**config.mk**
```make
export PLATFORM = sky130hd
export DESIGN_NAME = pwm12_core
export DESIGN_NICKNAME = d
export VERILOG_FILES = /design/src/hdl/pwm12_pkg.sv /design/src/hdl/tick_source.sv /design/src/hdl/pwm12_core.sv
export VERILOG_INCLUDE_DIRS = /design/src /design/src/hdl
export SDC_FILE = /design/constraint.sdc
export NUM_CORES = 1
export LEC_CHECK = 0
export ABC_AREA = 1
export ABC_CLOCK_PERIOD_IN_PS = 3200
export BUFFER_PORTS_ARGS = -buffer_cell sky130_fd_sc_hd__buf_4
export CORE_ASPECT_RATIO = 0.75
export CORE_UTILIZATION = 50
export CTS_BUF_LIST = sky130_fd_sc_hd__clkbuf_16
export CTS_CLUSTER_DIAMETER = 150
export CTS_CLUSTER_SIZE = 16
export DETAILED_ROUTE_END_ITERATION = 16
export PLACE_DENSITY = 0.82
export SLEW_MARGIN = 10
export SYNTH_ARGS = -nofsm -noshare
export SYNTH_HDL_FRONTEND = slang
export SYNTH_HIERARCHICAL = 1
export SYNTH_SLANG_ARGS = --single-unit
```
**constraint.sdc**
```tcl
create_clock -name clk -period 3.2 [get_ports clk]
set_input_delay 0 -clock clk [delete_from_list [all_inputs] [get_ports clk]]
set_output_delay 0 -clock clk [all_outputs]
set_load 0.01 [all_outputs]
```
**src/hdl/pwm12_defs.svh**
```systemverilog
// Constants for the cascaded 12-bit PWM generator
`ifndef PWM12_DEFS_SVH
`define PWM12_DEFS_SVH
`define OFS_DUTY_LOW 8'h28
`define OFS_DUTY_HIGH 8'h29
`define OFS_MODE 8'h2a
`define OFS_CTRL 8'h2b
`define OFS_STATUS 8'h2c
`define RST_DUTY 8'hff
`define RST_MODE 8'h00
`define MODE_PWM12 2'h2
`define MODE_TFF_BIT 0
`define MODE_DBE_BIT 1
`define MODE_EIN_BIT 2
`define MODE_TCM_LSB 3
`define MODE_TCK_LSB 5
`define CTRL_RUN_BIT 0
`define CTRL_CAS_BIT 1
`define FRAME_LAST 4'hf
`endif

```
**src/hdl/pwm12_pkg.sv**
```systemverilog
// Types shared by the cascaded PWM generator
package pwm12_pkg;
  typedef struct packed {
    logic [2:0] clk_sel;
    logic [1:0] high_mode_sel;
    logic ext_sel;
    logic dbuf_enable;
    logic out_initial_level;
  } mode_t;
  typedef struct packed {
    logic [7:0] high;
    logic [7:0] low;
  } duty_pair_t;
  typedef enum logic [0:0] {ST_IDLE, ST_RUN} run_state_t;
endpackage

```
**src/hdl/tick_source.sv**
```systemverilog
// Source clock tick generator: prescaler or external count input
`timescale 1ns/1ps
module tick_source #(
  parameter int DIV_W = 11
) (
  // Clock and reset
  input wire logic clk,
  input wire logic rst_n,
  // Control
  input wire logic enable,
  input wire logic ext_sel,
  input wire logic [2:0] clk_sel,
  input wire logic ext_count_in,
  // Tick
  output logic tick
);
  logic [DIV_W-1:0] pre_ff; // Free prescaler
  logic [DIV_W-1:0] nxt_pre;
  logic ext_d_ff; // Previous external level
  logic nxt_ext_d;
  logic tick_int;
  logic fall;
  int sh;

  // Select divider tap; external input counts falling edges
  always_comb
  begin
    nxt_pre = enable ? pre_ff + 1'b1 : '0;
    nxt_ext_d = ext_count_in;
    fall = ext_d_ff && !ext_count_in;
    case (clk_sel)
      3'h0: sh = 11;
      3'h1: sh = 10;
      3'h2: sh = 8;
      3'h3: sh = 6;
      3'h4: sh = 4;
      3'h5: sh = 2;
      3'h6: sh = 1;
      default: sh = 0;
    endcase
    if (ext_sel)
      tick_int = fall;
    else if (sh == 0)
      tick_int = 1'b1;
    else
      tick_int = (pre_ff[sh-1 -: 1] == 1'b1) &&
        ((pre_ff & ((DIV_W'(1) << sh) - DIV_W'(1))) ==
        ((DIV_W'(1) << sh) - DIV_W'(1)));
    tick = enable && tick_int;
  end

  // Register prescaler and edge detector
  always_ff @(posedge clk)
  begin
    if (!rst_n)
    begin
      pre_ff <= '0;
      ext_d_ff <= 1'b0;
    end
    else
    begin
      pre_ff <= nxt_pre;
      ext_d_ff <= nxt_ext_d;
    end
  end
endmodule // tick_source

```
**src/hdl/pwm12_core.sv**
```systemverilog
// Cascaded timer pair run as a near-12-bit PWM generator
`timescale 1ns/1ps
`include "pwm12_defs.svh"
module pwm12_core (
  // Clock and reset
  input wire logic clk,
  input wire logic rst_n,
  // Register port
  input wire logic [7:0] addr,
  input wire logic [7:0] wdata,
  input wire logic wr,
  input wire logic rd,
  output logic [7:0] rdata,
  // Count input and pin
  input wire logic ext_count_in,
  output logic pwm_out_n,
  // Event pulses
  output logic overflow_irq,
  output logic frame_irq
);
  pwm12_pkg::mode_t mode_ff; // Mode register
  pwm12_pkg::mode_t nxt_mode;
  logic run_ff; // Run bit
  logic nxt_run;
  logic cas_ff; // Cascade select bit
  logic nxt_cas;
  pwm12_pkg::duty_pair_t buf_ff; // Software-visible duty pair
  pwm12_pkg::duty_pair_t nxt_buf;
  logic [7:0] low_hold_ff; // Low byte waiting for high write
  logic [7:0] nxt_low_hold;
  logic [11:0] act_ff; // Active duty word used for compare
  logic [11:0] nxt_act;
  logic [7:0] cnt_ff; // Up counter, lower 8 bits
  logic [7:0] nxt_cnt;
  logic [3:0] frame_ff; // Cycle index in frame, 0 means cycle 1
  logic [3:0] nxt_frame;
  logic pend_ff; // Buffered value awaiting frame end
  logic nxt_pend;
  logic out_ff; // Pin level
  logic nxt_out;
  logic ovf_ff;
  logic nxt_ovf;
  logic frm_ff;
  logic nxt_frm;
  logic [7:0] rdata_ff;
  logic [7:0] nxt_rdata;
  pwm12_pkg::run_state_t st_ff;
  pwm12_pkg::run_state_t nxt_st;
  logic active;
  logic tick;
  logic extend;
  logic [8:0] match_at;
  logic wrap;
  logic [11:0] new_word;
  logic high_wr;
  logic [4:0] cyc;

  // Mode is valid only when cascaded and mode field selects PWM
  assign active = run_ff && cas_ff &&
    (mode_ff.high_mode_sel == `MODE_PWM12);

  tick_source u_tick (
    .clk(clk),
    .rst_n(rst_n),
    .enable(active),
    .ext_sel(mode_ff.ext_sel),
    .clk_sel(mode_ff.clk_sel),
    .ext_count_in(ext_count_in),
    .tick(tick)
  );

  // Extension choice for the current cycle, cycle number 1..16
  always_comb
  begin
    cyc = {1'b0, frame_ff} + 5'h01;
    extend = 1'b0;
    if (cyc == 5'h09)
      extend = act_ff[0];
    else if (cyc == 5'h05 || cyc == 5'h0d)
      extend = act_ff[1];
    else if (cyc[1:0] == 2'b11)
      extend = act_ff[2];
    else if (cyc[0] == 1'b0)
      extend = act_ff[3];
    // All-zero selector leaves extend low everywhere
    match_at = {1'b0, act_ff[11:4]} + {8'h00, extend};
  end

  // Register writes, duty staging and the counter datapath
  always_comb
  begin
    nxt_mode = mode_ff;
    nxt_run = run_ff;
    nxt_cas = cas_ff;
    nxt_buf = buf_ff;
    nxt_low_hold = low_hold_ff;
    nxt_act = act_ff;
    nxt_pend = pend_ff;
    nxt_cnt = cnt_ff;
    nxt_frame = frame_ff;
    nxt_out = out_ff;
    nxt_ovf = 1'b0;
    nxt_frm = 1'b0;
    nxt_st = st_ff;
    nxt_rdata = 8'h00;
    high_wr = wr && addr == `OFS_DUTY_HIGH;
    new_word = {wdata[3:0], low_hold_ff};
    wrap = 1'b0;
    // Mode writes are ignored once running
    if (wr && addr == `OFS_MODE && !run_ff)
      nxt_mode = pwm12_pkg::mode_t'(wdata);
    if (wr && addr == `OFS_CTRL)
    begin
      nxt_run = wdata[`CTRL_RUN_BIT];
      nxt_cas = wdata[`CTRL_CAS_BIT];
    end
    if (wr && addr == `OFS_DUTY_LOW)
      nxt_low_hold = wdata; // Held until the high byte lands
    if (high_wr)
    begin
      nxt_buf.high = wdata; // Upper nibble kept for readback
      nxt_buf.low = low_hold_ff;
      if (!active || !mode_ff.dbuf_enable)
        nxt_act = new_word;
      else
        nxt_pend = 1'b1;
    end
    case (st_ff)
      pwm12_pkg::ST_IDLE:
      begin
        nxt_cnt = 8'h00;
        nxt_frame = 4'h0;
        nxt_out = mode_ff.out_initial_level;
        if (active)
          nxt_st = pwm12_pkg::ST_RUN;
      end
      pwm12_pkg::ST_RUN:
      begin
        if (!active)
        begin
          // Stop: clear count and index, restore idle level
          nxt_st = pwm12_pkg::ST_IDLE;
          nxt_cnt = 8'h00;
          nxt_frame = 4'h0;
          nxt_out = mode_ff.out_initial_level;
          nxt_pend = 1'b0;
        end
        else
        begin
          // A write equal to the count matches without a tick
          if ({1'b0, cnt_ff} == match_at &&
              out_ff == mode_ff.out_initial_level)
            nxt_out = ~mode_ff.out_initial_level;
          if (tick)
          begin
            nxt_cnt = cnt_ff + 8'h01;
            wrap = cnt_ff == 8'hff;
            if (wrap)
            begin
              nxt_out = mode_ff.out_initial_level;
              nxt_ovf = 1'b1;
              nxt_frame = frame_ff + 4'h1;
              if (frame_ff == `FRAME_LAST)
              begin
                nxt_frm = 1'b1;
                if (pend_ff && !high_wr)
                begin
                  nxt_act = {buf_ff.high[3:0], buf_ff.low};
                  nxt_pend = 1'b0;
                end
              end
            end
          end
        end
      end
      default: nxt_st = pwm12_pkg::ST_IDLE;
    endcase
    // Reads return the stored buffer, never the active word
    if (rd)
    begin
      case (addr)
        `OFS_DUTY_LOW: nxt_rdata = buf_ff.low;
        `OFS_DUTY_HIGH: nxt_rdata = buf_ff.high;
        `OFS_MODE: nxt_rdata = mode_ff;
        `OFS_CTRL: nxt_rdata = {6'h00, cas_ff, run_ff};
        `OFS_STATUS: nxt_rdata = {frame_ff, 3'h0, out_ff};
        default: nxt_rdata = 8'h00;
      endcase
    end
  end

  // State registers
  always_ff @(posedge clk)
  begin
    if (!rst_n)
    begin
      mode_ff <= pwm12_pkg::mode_t'(`RST_MODE);
      run_ff <= 1'b0;
      cas_ff <= 1'b0;
      buf_ff <= {`RST_DUTY, `RST_DUTY};
      low_hold_ff <= `RST_DUTY;
      act_ff <= 12'hfff;
      pend_ff <= 1'b0;
      cnt_ff <= 8'h00;
      frame_ff <= 4'h0;
      out_ff <= 1'b0;
      ovf_ff <= 1'b0;
      frm_ff <= 1'b0;
      rdata_ff <= 8'h00;
      st_ff <= pwm12_pkg::ST_IDLE;
    end
    else
    begin
      mode_ff <= nxt_mode;
      run_ff <= nxt_run;
      cas_ff <= nxt_cas;
      buf_ff <= nxt_buf;
      low_hold_ff <= nxt_low_hold;
      act_ff <= nxt_act;
      pend_ff <= nxt_pend;
      cnt_ff <= nxt_cnt;
      frame_ff <= nxt_frame;
      out_ff <= nxt_out;
      ovf_ff <= nxt_ovf;
      frm_ff <= nxt_frm;
      rdata_ff <= nxt_rdata;
      st_ff <= nxt_st;
    end
  end

  assign pwm_out_n = out_ff;
  assign overflow_irq = ovf_ff;
  assign frame_irq = frm_ff;
  assign rdata = rdata_ff;

  // Checks
  a_idle_level: assert property (
    @(posedge clk) disable iff (!rst_n)
    st_ff == pwm12_pkg::ST_IDLE && !active |=>
    out_ff == $past(mode_ff.out_initial_level))
    else $error("idle level wrong");
  a_ovf_clear: assert property (
    @(posedge clk) disable iff (!rst_n)
    st_ff == pwm12_pkg::ST_RUN && active && tick && cnt_ff == 8'hff |=>
    cnt_ff == 8'h00 && ovf_ff && out_ff == mode_ff.out_initial_level)
    else $error("overflow handling wrong");
  a_ovf_pulse: assert property (
    @(posedge clk) disable iff (!rst_n)
    ovf_ff |=> !ovf_ff)
    else $error("overflow pulse too long");
  a_frame_irq: assert property (
    @(posedge clk) disable iff (!rst_n)
    frm_ff |-> ovf_ff && frame_ff == 4'h0)
    else $error("frame pulse not at 16th overflow");
  a_stop_clear: assert property (
    @(posedge clk) disable iff (!rst_n)
    st_ff == pwm12_pkg::ST_RUN && !active |=>
    cnt_ff == 8'h00 && frame_ff == 4'h0)
    else $error("stop did not clear");
  a_count_step: assert property (
    @(posedge clk) disable iff (!rst_n)
    st_ff == pwm12_pkg::ST_RUN && active && tick |=>
    cnt_ff == $past(cnt_ff) + 8'h01)
    else $error("counter did not step");
  a_buf_hold: assert property (
    @(posedge clk) disable iff (!rst_n)
    active && mode_ff.dbuf_enable && high_wr && st_ff == pwm12_pkg::ST_RUN
    && !(tick && cnt_ff == 8'hff) |=> act_ff == $past(act_ff))
    else $error("buffered write hit active value");
  a_direct_load: assert property (
    @(posedge clk) disable iff (!rst_n)
    high_wr && (!active || !mode_ff.dbuf_enable) |=>
    act_ff == {$past(wdata[3:0]), $past(low_hold_ff)})
    else $error("direct duty load missing");
  a_match_edge: assert property (
    @(posedge clk) disable iff (!rst_n)
    st_ff == pwm12_pkg::ST_RUN && active && !tick &&
    {1'b0, cnt_ff} == match_at |=>
    out_ff != mode_ff.out_initial_level)
    else $error("no inversion on match");
endmodule // pwm12_core

```
==> impl_metrics.env, run 1 <==
export IMPL_ctsRootBufferMaster="clkbuf_16"
export IMPL_die_height_um=86.1
export IMPL_drv_cap=0
export IMPL_io_pins=32
export IMPL_diodes=0
export IMPL_dr_total_vias=4955
export IMPL_fin_util=0.624
export IMPL_clk_pin_slew_ns=0.06
export IMPL_port_buffers=31
export IMPL_fin_area_um2=5690
export IMPL_row_count=30
export IMPL_layout_drive_gt1_share=0.162
export IMPL_async_flop_share=0
export IMPL_nNetsFinal=795
export IMPL_grt_usage=0.277
export IMPL_synthCells=707
export IMPL_grt_antenna_before_repair=0
export IMPL_syn_nets=741
export IMPL_ys_types=42
export IMPL_grt_max_degree=45
export IMPL_grt_use_met3=0.0466
export IMPL_setup_viol=0
export IMPL_cts_buffers=9
export IMPL_synth_edff_count=0
export IMPL_drcViolationCount=0
export IMPL_synth_top_cell_area_share=0.352
export IMPL_gr_usage_met1=0.411
export IMPL_drt_initial_drc_count=407
export IMPL_period_minus_slack_ns=3.08
export IMPL_synthTopCellsByCount="nand2_1, inv_1, dfxtp_1"
export IMPL_ctsLongestPathBuffers=2
export IMPL_ys_warn_count=6
export IMPL_netlist_area_um2=4720
export IMPL_final_max_slew_violation_count=0
export IMPL_core_area_um2=9120
export IMPL_dp_cells=854
export IMPL_cp_start_kind="flop"
export IMPL_yosysSeqAreaShare=0.352
export IMPL_tightest_slew_ns=1.00
export IMPL_syn_avg_cell_area_um2=6.68
export IMPL_ant_nets=0
export IMPL_arrival_ns=3.27
export IMPL_grt_pass1_vias=4278
export IMPL_power_leakage_nw=2.60
export IMPL_ir_drop_uv=262
export IMPL_yosysTopAreaCell="dfxtp_1"
export IMPL_use_met2=0.414
export IMPL_dieArea_um2=9840
export IMPL_reg2reg_depth=21
export IMPL_cts_tree="done"
export IMPL_synth_flop_cell="dfxtp_1"
export IMPL_required_ns=3.39
export IMPL_critPathCaptureType="flop"
export IMPL_gp_congestion=0.883
export IMPL_hold_path_class="primary input to flop"
export IMPL_rsz0062_at_grt="yes"
export IMPL_fin_crit_sh=0.962
export IMPL_first_pass_iters=5
export IMPL_cts_sinks=83
export IMPL_insertion_delay_ns=0.34
export IMPL_grt_overflow=0
export IMPL_relSlewSlack=0.331
export IMPL_status="complete, no violations"
export IMPL_synth_area_leaders="dfxtp_1, nand2_1, nand3_1"
export IMPL_crit_fanout=7
export IMPL_chipWidth_um=114
export IMPL_synth_most_common_cell="nand2_1"
export IMPL_top_usage_layer="met2"
export IMPL_fmax_mhz=325
export IMPL_crit_type="flop to flop"
export IMPL_placed_area_um2=5060
export IMPL_min_path_cells=4
export IMPL_htree_levels=3
export IMPL_skew_ns=0.00726
export IMPL_dp_hpwl_um=9650
export IMPL_power_density_nw_per_um2=392
export IMPL_grt_pass1_wl_um=21200
export IMPL_layout_cells_non_filler=894
export IMPL_start_util=0.517
export IMPL_hold_viol=0
export IMPL_wl_per_cell_um=15.1
export IMPL_area_growth_pct=20.5
export IMPL_wirelength_um=13500
export IMPL_vias_per_cell=5.54
export IMPL_ys_ff_latch=83
==> path summary, 6_finish.rpt <==
| kind | startpoint | to | slack [ns] |
|---|---|---|---|
| max | mode_ff[5]$_SDFFE_PN0P_ | act_ff[3]$_SDFF_PN1_ | 0.12 |
| min | addr[2] | rdata[3]$_SDFF_PN0_ | 0.02 |
| max reg2reg | mode_ff[5]$_SDFFE_PN0P_ | act_ff[3]$_SDFF_PN1_ | 0.12 |
| min reg2reg | buf_ff[12]$_SDFFE_PN1P_ | buf_ff[12]$_SDFFE_PN1P_ | 0.47 |
==> kinds of logic after synthesis <==
kind of cell / share of synthesized area
flip-flops: 0.352
AND/OR/NAND/NOR: 0.342
AO/OA/AOI/OAI: 0.159
buffers and inverters: 0.0989
XOR/XNOR: 0.0130
adder cells (fa/ha/maj): 0.0345
==> power breakdown <==
part           internal (mW)  switching, mW  total (mW)
Sequential              1.03        0.00134        1.04
Combinational         0.0324         0.0432      0.0755
Clock                  0.689          0.433        1.12
==> stage by stage <==
step / worst slack (ns) / TNS (ns) / power (mW) / hold slack (ns)
floorplan: 0.152 / 0 / 1.09 / 0.0935
global placement: 0.0846 / 0 / 1.12 / 0.199
detailed placement: -0.178 / -1.41 / 1.12 / 0.212
CTS: 0.0107 / 0 / 2.24 / 0.0115
global route: -0.0806 / -0.662 / 2.29 / 0.0571
finish: 0.120 / 0 / 2.23 / 0.0186
==> registers in the layout, indices dropped and copies added, names as in the netlist, 4 cells and up <==
name and cells:
mode_ff 8, frame_ff 4, rdata 8, cnt_ff 8
low_hold_ff 8, u_tick/pre_ff 11, act_ff 12, buf_ff 16
==> worst max-delay path, stage by stage, from the launching register on <==
cell and delay, ns:
dfxtp_2 0.41, clkinvlp_4 0.19, nand2_8 0.14, inv_6 0.05
ha_1 0.23, inv_1 0.07, nand2_1 0.08, nand2_1 0.08
nand2_1 0.07, nor2_1 0.16, nand2_1 0.08, nand3_1 0.08
nand2_1 0.06, nor2_1 0.11, nand3_1 0.10, a21oi_2 0.25
nand4_4 0.15, inv_4 0.12, nand4_4 0.16, buf_4 0.20
o211ai_2 0.05, nand3_1 0.10
==> layout by cell type (no fill, tap or decap), types with 5 or more instances in the layout <==
cell,synthesis,final
nand2_1,182,178
inv_1,92,90
dfxtp_1,83,80
nand3_1,75,75
nor2_1,64,62
buf_4,0,48
a21oi_1,46,46
o21ai_0,37,37
o211ai_1,15,15
nand2_2,10,13
nor3_1,11,11
dlygate4sd3_1,0,10
nor2_2,7,9
ha_1,13,9
clkbuf_16,0,9
o211ai_2,7,7
inv_2,5,5
nand4_1,5,5
==> metal layers <==
layer / share of wire / vias to the layer above
met2: 0.44 / 249
met3: 0.092 / 21
met5: 0 / -
met1: 0.45 / 2252
met4: 0.016 / 0
li1: - / 2433
==> final cells by class <==
cell class,instances,area [µm²]
clock buffer,9,225
multi-input combinational,509,2680
timing repair buffer,59,472
sequential,83,1670
tap,128,160
fill,771,3430
clock inverter,7,97.6
inverter,99,385
==> timing repair <==
| item | in CTS | in global routing |
|---|---|---|
| cloned | 1 | 0 |
| setup endpoints to repair | 13 | 24 |
| gates resized for setup | 2 | 26 |
| hold endpoints to repair | 17 | 0 |
| hold buffers | 10 | 0 |
| setup buffers | 6 | 7 |
| pin swaps | 0 | 10 |
(Power assumes the default switching activity.)
==> run 2: changes to the inputs <==
--- a/config.mk
+++ b/config.mk
@@ -10,12 +10,12 @@
 export ABC_CLOCK_PERIOD_IN_PS = 3200
 export BUFFER_PORTS_ARGS = -buffer_cell sky130_fd_sc_hd__buf_4
 export CORE_ASPECT_RATIO = 0.75
-export CORE_UTILIZATION = 50
+export CORE_UTILIZATION = 55
 export CTS_BUF_LIST = sky130_fd_sc_hd__clkbuf_16
 export CTS_CLUSTER_DIAMETER = 150
 export CTS_CLUSTER_SIZE = 16
 export DETAILED_ROUTE_END_ITERATION = 16
-export PLACE_DENSITY = 0.82
+export PLACE_DENSITY = 0.87
 export SLEW_MARGIN = 10
 export SYNTH_ARGS = -nofsm -noshare
 export SYNTH_HDL_FRONTEND = slang
==> run 2 against run 1 <==
  * Cell count shrank 2.8%
  * Worst setup slack got worse by 0.038 ns
  * Register-to-register slack got worse by 0.04 ns
  * Worst hold slack better by 0.023 ns
  * Clock skew about the same
  * Count of clock-buffer cells in the layout did not move
  * Largest power group is now registers
==> impl_metrics.env, run 2 (synthesis results as in run 1) <==
export IMPL_fmax_mhz=321
export IMPL_area_growth_pct=18.9
export IMPL_wirelength_um=13300
export IMPL_ant_nets=0
export IMPL_start_util=0.583
export IMPL_row_count=28
export IMPL_gp_congestion=0.895
export IMPL_worst_slack_ns=0.0822
export IMPL_crit_path_cell_trace="inv_4, nand2_4, nand2_4, nand2_8, inv_4, ha_4, inv_1, nor2_1, o21ai_0, nand3_1, nand2_1, nand2_1, nor2_2, nand3_1, a21oi_2, nand4_4, inv_4, nand4_4, buf_4, o211ai_2, nand3_1"
export IMPL_reg_largest_list="buf_ff x16, act_ff x12, u_tick/pre_ff x11"
export IMPL_status="complete, no violations"
export IMPL_hold_viol=0
export IMPL_grt_max_degree=45
export IMPL_reg2reg_depth=21
export IMPL_ir_drop_uv=355
export IMPL_tightest_slew_ns=1.01
export IMPL_drv_cap=0
export IMPL_final_max_slew_violation_count=0
export IMPL_cts_tree="done"
export IMPL_dp_hpwl_um=9340
export IMPL_place_ws_ns=-0.0314
export IMPL_port_buffers=31
export IMPL_power_leakage_nw=2.57
export IMPL_grt_usage=0.298
export IMPL_chipWidth_um=109
export IMPL_multi_input_area_um2=2680
export IMPL_fin_setup_tns_ns=0
export IMPL_layout_drive_gt1_share=0.157
export IMPL_core_area_um2=8090
export IMPL_htree_levels=3
export IMPL_arrival_ns=3.32
export IMPL_wl_per_cell_um=15.4
export IMPL_insertion_delay_ns=0.34
export IMPL_nNetsFinal=793
export IMPL_fillers=610
export IMPL_largest_register="buf_ff"
export IMPL_final_cell_mix="nand2_1, inv_1, dfxtp_1"
export IMPL_cp_start_kind="flop"
export IMPL_drcViolationCount=0
export IMPL_crit_fanout=6
export IMPL_dr_total_vias=4963
export IMPL_io_pins=32
export IMPL_layout_commonest_cell="nand2_1"
export IMPL_required_ns=3.40
export IMPL_period_minus_slack_ns=3.12
export IMPL_clk_pin_slew_ns=0.06
export IMPL_rr_startpoint="mode_ff[7]$_SDFFE_PN0P_"
export IMPL_hold_path_class="primary input to flop"
export IMPL_crit_type="flop to flop"
export IMPL_ctsRootBufferMaster="clkbuf_16"
export IMPL_die_height_um=82.2
export IMPL_grt_antenna_before_repair=0
export IMPL_r2r_slack_ns=0.08
export IMPL_cp_startpoint="mode_ff[7]$_SDFFE_PN0P_"
export IMPL_grt_pass1_wl_um=20500
export IMPL_cts_buffers=9
export IMPL_relSlewSlack=0.324
export IMPL_reg2reg_to="act_ff[3]$_SDFF_PN1_"
export IMPL_ctsLongestPathBuffers=2
export IMPL_cts_sinks=83
export IMPL_fin_crit_sh=0.974
export IMPL_drt_initial_drc_count=661
export IMPL_grt_pass1_vias=4282
export IMPL_first_pass_iters=7
export IMPL_vias_per_cell=5.71
export IMPL_dieArea_um2=8960
export IMPL_diodes=0
export IMPL_seqCellArea_um2=1670
export IMPL_power_density_nw_per_um2=371
export IMPL_cpPeakStageDelay_ns=0.40
export IMPL_setup_viol=0
export IMPL_largest_reg_flops=16
export IMPL_critPathCaptureType="flop"
export IMPL_crit_path_end="act_ff[3]$_SDFF_PN1_"
export IMPL_skew_ns=0.00748
export IMPL_critPathSlowestCell="dfxtp_4"
export IMPL_grt_overflow=0
-- run 2: how the worst min path moves through the flow --
stage / to / start / depth (start not counted)
floorplan: u_tick/ext_d_ff$_SDFF_PN0_ / ext_count_in / 2
global placement: u_tick/ext_d_ff$_SDFF_PN0_ / ext_count_in / 3
detailed placement: u_tick/ext_d_ff$_SDFF_PN0_ / ext_count_in / 3
CTS: rdata[3]$_SDFF_PN0_ / addr[2] / 4
global route: rdata[4]$_SDFF_PN0_ / rd / 3
finish: rdata[3]$_SDFF_PN0_ / addr[2] / 4
-- run 2: where the power goes --
group	internal (mW)	total (mW)	leakage [nW]	switching, mW
registers	1.03	1.03	0.673	0.00132
clock network	0.532	0.972	0.143	0.440
logic	0.0323	0.0752	1.76	0.0429
-- run 2: layout make-up --
cell class | instances | area share
clock buffers | 9 | 0.0401
flip-flops and latches | 83 | 0.298
clock inverters | 7 | 0.00981
multi-input cells | 509 | 0.478
inverters | 99 | 0.0687
repair buffers | 57 | 0.0820
well taps | 105 | 0.0234
-- run 2: worst max-delay path: cells and delay by family, from the launching register on --
family,cells,cell delay [ns]
DFF,1,0.40
and+or+nand+nor,12,1.24
buffers and inverters,5,0.56
AOI/OAI and AO/OA,3,0.56
adders and majority gates,1,0.23
-- run 2: repair_timing --
action / in CTS / in global routing
setup buffers: 4 / 7
hold endpoints to repair: 19 / 0
setup endpoints to repair: 12 / 24
cloned: 0 / 1
resized for setup: 1 / 30
hold buffers: 10 / 0
pin swaps: 0 / 12
-- run 2: per-stage QoR --
step | total power, mW | hold slack [ns] | utilization | instances | cell area (µm²)
global placement | 1.12 | 0.204 | 0.621 | 831 | 5030
detailed placement | 1.12 | 0.208 | 0.621 | 831 | 5030
floorplan | 1.09 | 0.0935 | - | 707 | 4720
global route | 2.14 | 0.0790 | 0.694 | 869 | 5610
finish | 2.08 | 0.0419 | 0.694 | 869 | 5610
CTS | 2.09 | 0.0363 | 0.672 | 861 | 5440
-- run 2: layer usage --
| metal | up-vias | track usage | routed length (µm) |
|---|---|---|---|
| met5 | - | 0 | 0 |
| met4 | 0 | 0.0811 | 183 |
| met3 | 28 | 0.0777 | 1440 |
| met2 | 270 | 0.452 | 5980 |
| met1 | 2247 | 0.418 | 5750 |
| li1 | 2418 | - | - |
==> run 3: changes to the inputs <==
--- a/config.mk
+++ b/config.mk
@@ -8,13 +8,13 @@
 export LEC_CHECK = 0
 export ABC_AREA = 1
 export ABC_CLOCK_PERIOD_IN_PS = 3200
-export BUFFER_PORTS_ARGS = -buffer_cell sky130_fd_sc_hd__buf_4
 export CORE_ASPECT_RATIO = 0.75
-export CORE_UTILIZATION = 55
+export CORE_UTILIZATION = 58
 export CTS_BUF_LIST = sky130_fd_sc_hd__clkbuf_16
 export CTS_CLUSTER_DIAMETER = 150
 export CTS_CLUSTER_SIZE = 16
 export DETAILED_ROUTE_END_ITERATION = 16
+export DONT_BUFFER_PORTS = 1
 export PLACE_DENSITY = 0.87
 export SLEW_MARGIN = 10
 export SYNTH_ARGS = -nofsm -noshare
==> run 3 against run 2 <==
  * Via count is 0.50% higher
  * Largest power group is now the clock network
  * Critical path type unchanged
  * Cell count fell by 3.5%
  * Routed wire length up 4.5%
  * Clock skew rose by 0.0011 ns
  * Largest cell class unchanged
  * Worst hold slack worse by 0.018 ns
  * Die area fell by 5.1%
  * Sequential power about the same
  * Critical path depth up 1
  * Sequential share of layout area rose by 0.84 points
==> impl_metrics.env, run 3 (synthesis results as in run 1) <==
export IMPL_row_count=28
export IMPL_largest_reg_flops=16
export IMPL_ctsRootBufferMaster="clkbuf_16"
export IMPL_grt_usage=0.330
export IMPL_largest_register="buf_ff"
export IMPL_status="complete, no violations"
export IMPL_setup_viol=0
export IMPL_grt_overflow=0
export IMPL_hold_viol=0
export IMPL_core_area_um2=7880
export IMPL_insertion_delay_ns=0.35
export IMPL_clk_pin_slew_ns=0.07
export IMPL_htree_levels=3
export IMPL_wl_per_cell_um=16.6
export IMPL_port_buffers=0
export IMPL_grt_pass1_wl_um=21700
export IMPL_fmax_mhz=328
export IMPL_crit_type="flop to flop"
export IMPL_diodes=0
export IMPL_ant_nets=0
export IMPL_nNetsFinal=763
export IMPL_first_pass_iters=6
export IMPL_cts_sinks=83
export IMPL_ir_drop_uv=330
export IMPL_fillers=659
export IMPL_fin_area_um2=5460
export IMPL_vias_per_cell=5.95
export IMPL_io_pins=32
export IMPL_cp_start_kind="flop"
export IMPL_place_ws_ns=-0.0723
export IMPL_final_max_slew_violation_count=0
export IMPL_cts_buffers=9
export IMPL_drv_cap=0
export IMPL_relSlewSlack=0.350
export IMPL_dp_hpwl_um=9460
export IMPL_grt_pass1_vias=4513
export IMPL_area_growth_pct=15.7
export IMPL_required_ns=3.48
export IMPL_cts_tree="done"
export IMPL_critPathCaptureType="flop"
export IMPL_gp_congestion=0.983
export IMPL_reg2reg_depth=22
export IMPL_crit_fanout=8
export IMPL_power_leakage_nw=2.46
export IMPL_skew_ns=0.00855
export IMPL_grt_max_degree=44
export IMPL_start_util=0.599
export IMPL_period_minus_slack_ns=3.05
export IMPL_dr_total_vias=4988
export IMPL_arrival_ns=3.33
export IMPL_drt_initial_drc_count=436
export IMPL_power_density_nw_per_um2=405
export IMPL_dieArea_um2=8510
export IMPL_fin_setup_tns_ns=0
export IMPL_grt_antenna_before_repair=0
export IMPL_reg_largest_list="buf_ff x16, act_ff x12, u_tick/pre_ff x11"
export IMPL_layout_commonest_cell="nand2_1"
export IMPL_layout_drive_gt1_share=0.120
export IMPL_tightest_slew_ns=0.975
export IMPL_drcViolationCount=0
export IMPL_rsz0062_at_grt="yes"
export IMPL_chipWidth_um=106
export IMPL_fin_crit_sh=0.953
export IMPL_whs_ns=0.0243
export IMPL_min_path_cells=3
export IMPL_die_height_um=80.1
export IMPL_final_cell_mix="nand2_1, inv_1, dfxtp_1"
export IMPL_ctsLongestPathBuffers=2
export IMPL_hold_path_class="primary input to flop"
export IMPL_wirelength_um=14000
export IMPL_worst_slack_ns=0.149
export IMPL_placed_area_um2=4790
export IMPL_total_power_mw=2.21
## run 3: changes by cell type in the layout (fill, tap and decap cells not counted), moves of 3 or more
cell,previous run,this run
buf_4,45,12
clkinv_4,4,0
dlygate4sd3_1,10,13
inv_6,0,5
## run 3: layout make-up
cell class / count / area [µm²] / share of cell area
Timing Repair Buffer: 28 / 285 / 0.0523
Clock buffer: 9 / 225 / 0.0413
Multi-Input combinational cell: 508 / 2660 / 0.488
Inverter: 99 / 390 / 0.0715
Tap cell: 105 / 131 / 0.0241
Clock inverter: 7 / 92.6 / 0.0170
Sequential cell: 83 / 1670 / 0.306
## run 3: path summary, 6_finish.rpt
kind                                              start                 endpoint  slack, ns
worst max-delay path            mode_ff[5]$_SDFFE_PN0P_    act_ff[10]$_SDFF_PN1_       0.15
worst min register to register  buf_ff[13]$_SDFFE_PN1P_  buf_ff[13]$_SDFFE_PN1P_       0.47
worst min-delay path                                 wr   buf_ff[7]$_SDFFE_PN1P_       0.02
worst max register to register  mode_ff[5]$_SDFFE_PN0P_    act_ff[10]$_SDFF_PN1_       0.15
## run 3: critical path, cell delays in order, from the launching register on
cell        delay (ns)
dfxtp_4           0.40
clkinvlp_4        0.19
nand2_8           0.14
inv_6             0.04
ha_1              0.22
inv_1             0.07
nand2_2           0.08
nand2_1           0.08
nand2_1           0.08
nor2_1            0.17
nand2_1           0.09
nand3_1           0.07
nand2_1           0.05
nor2_1            0.12
nand3_1           0.11
a21oi_2           0.22
nand4_4           0.13
inv_4             0.10
nand4_4           0.13
buf_12            0.19
inv_2             0.10
nand2_1           0.07
nand3_1           0.10
## run 3: metal layers
layer  vias to the layer above  routed length [µm]  global-route usage
met1                      2260                5670               0.426
met5                         -                   0                   0
met3                        51                1490              0.0925
li1                       2356                   -                   -
met2                       321                6360               0.534
met4                         0                 432               0.107
## run 3: report_power, final
group          internal (mW)  switching, mW
combinational         0.0220         0.0394
sequential              1.03        0.00145
clock                  0.629          0.489
## run 3: stage by stage
stage | utilization | std cells
after floorplan | - | 707
after global placement | 0.608 | 800
after detailed placement | 0.608 | 800
after CTS | 0.670 | 831
after global routing | 0.693 | 839
final | 0.693 | 839
## run 3: timing repair
action                                  CTS  global route
setup buffers                             1             7
cloned                                    0             1
hold endpoints to repair                 55             0
hold buffers                             14             0
gates resized for setup                   0            32
endpoints found under the setup margin   12            24
pin swaps                                 0            14
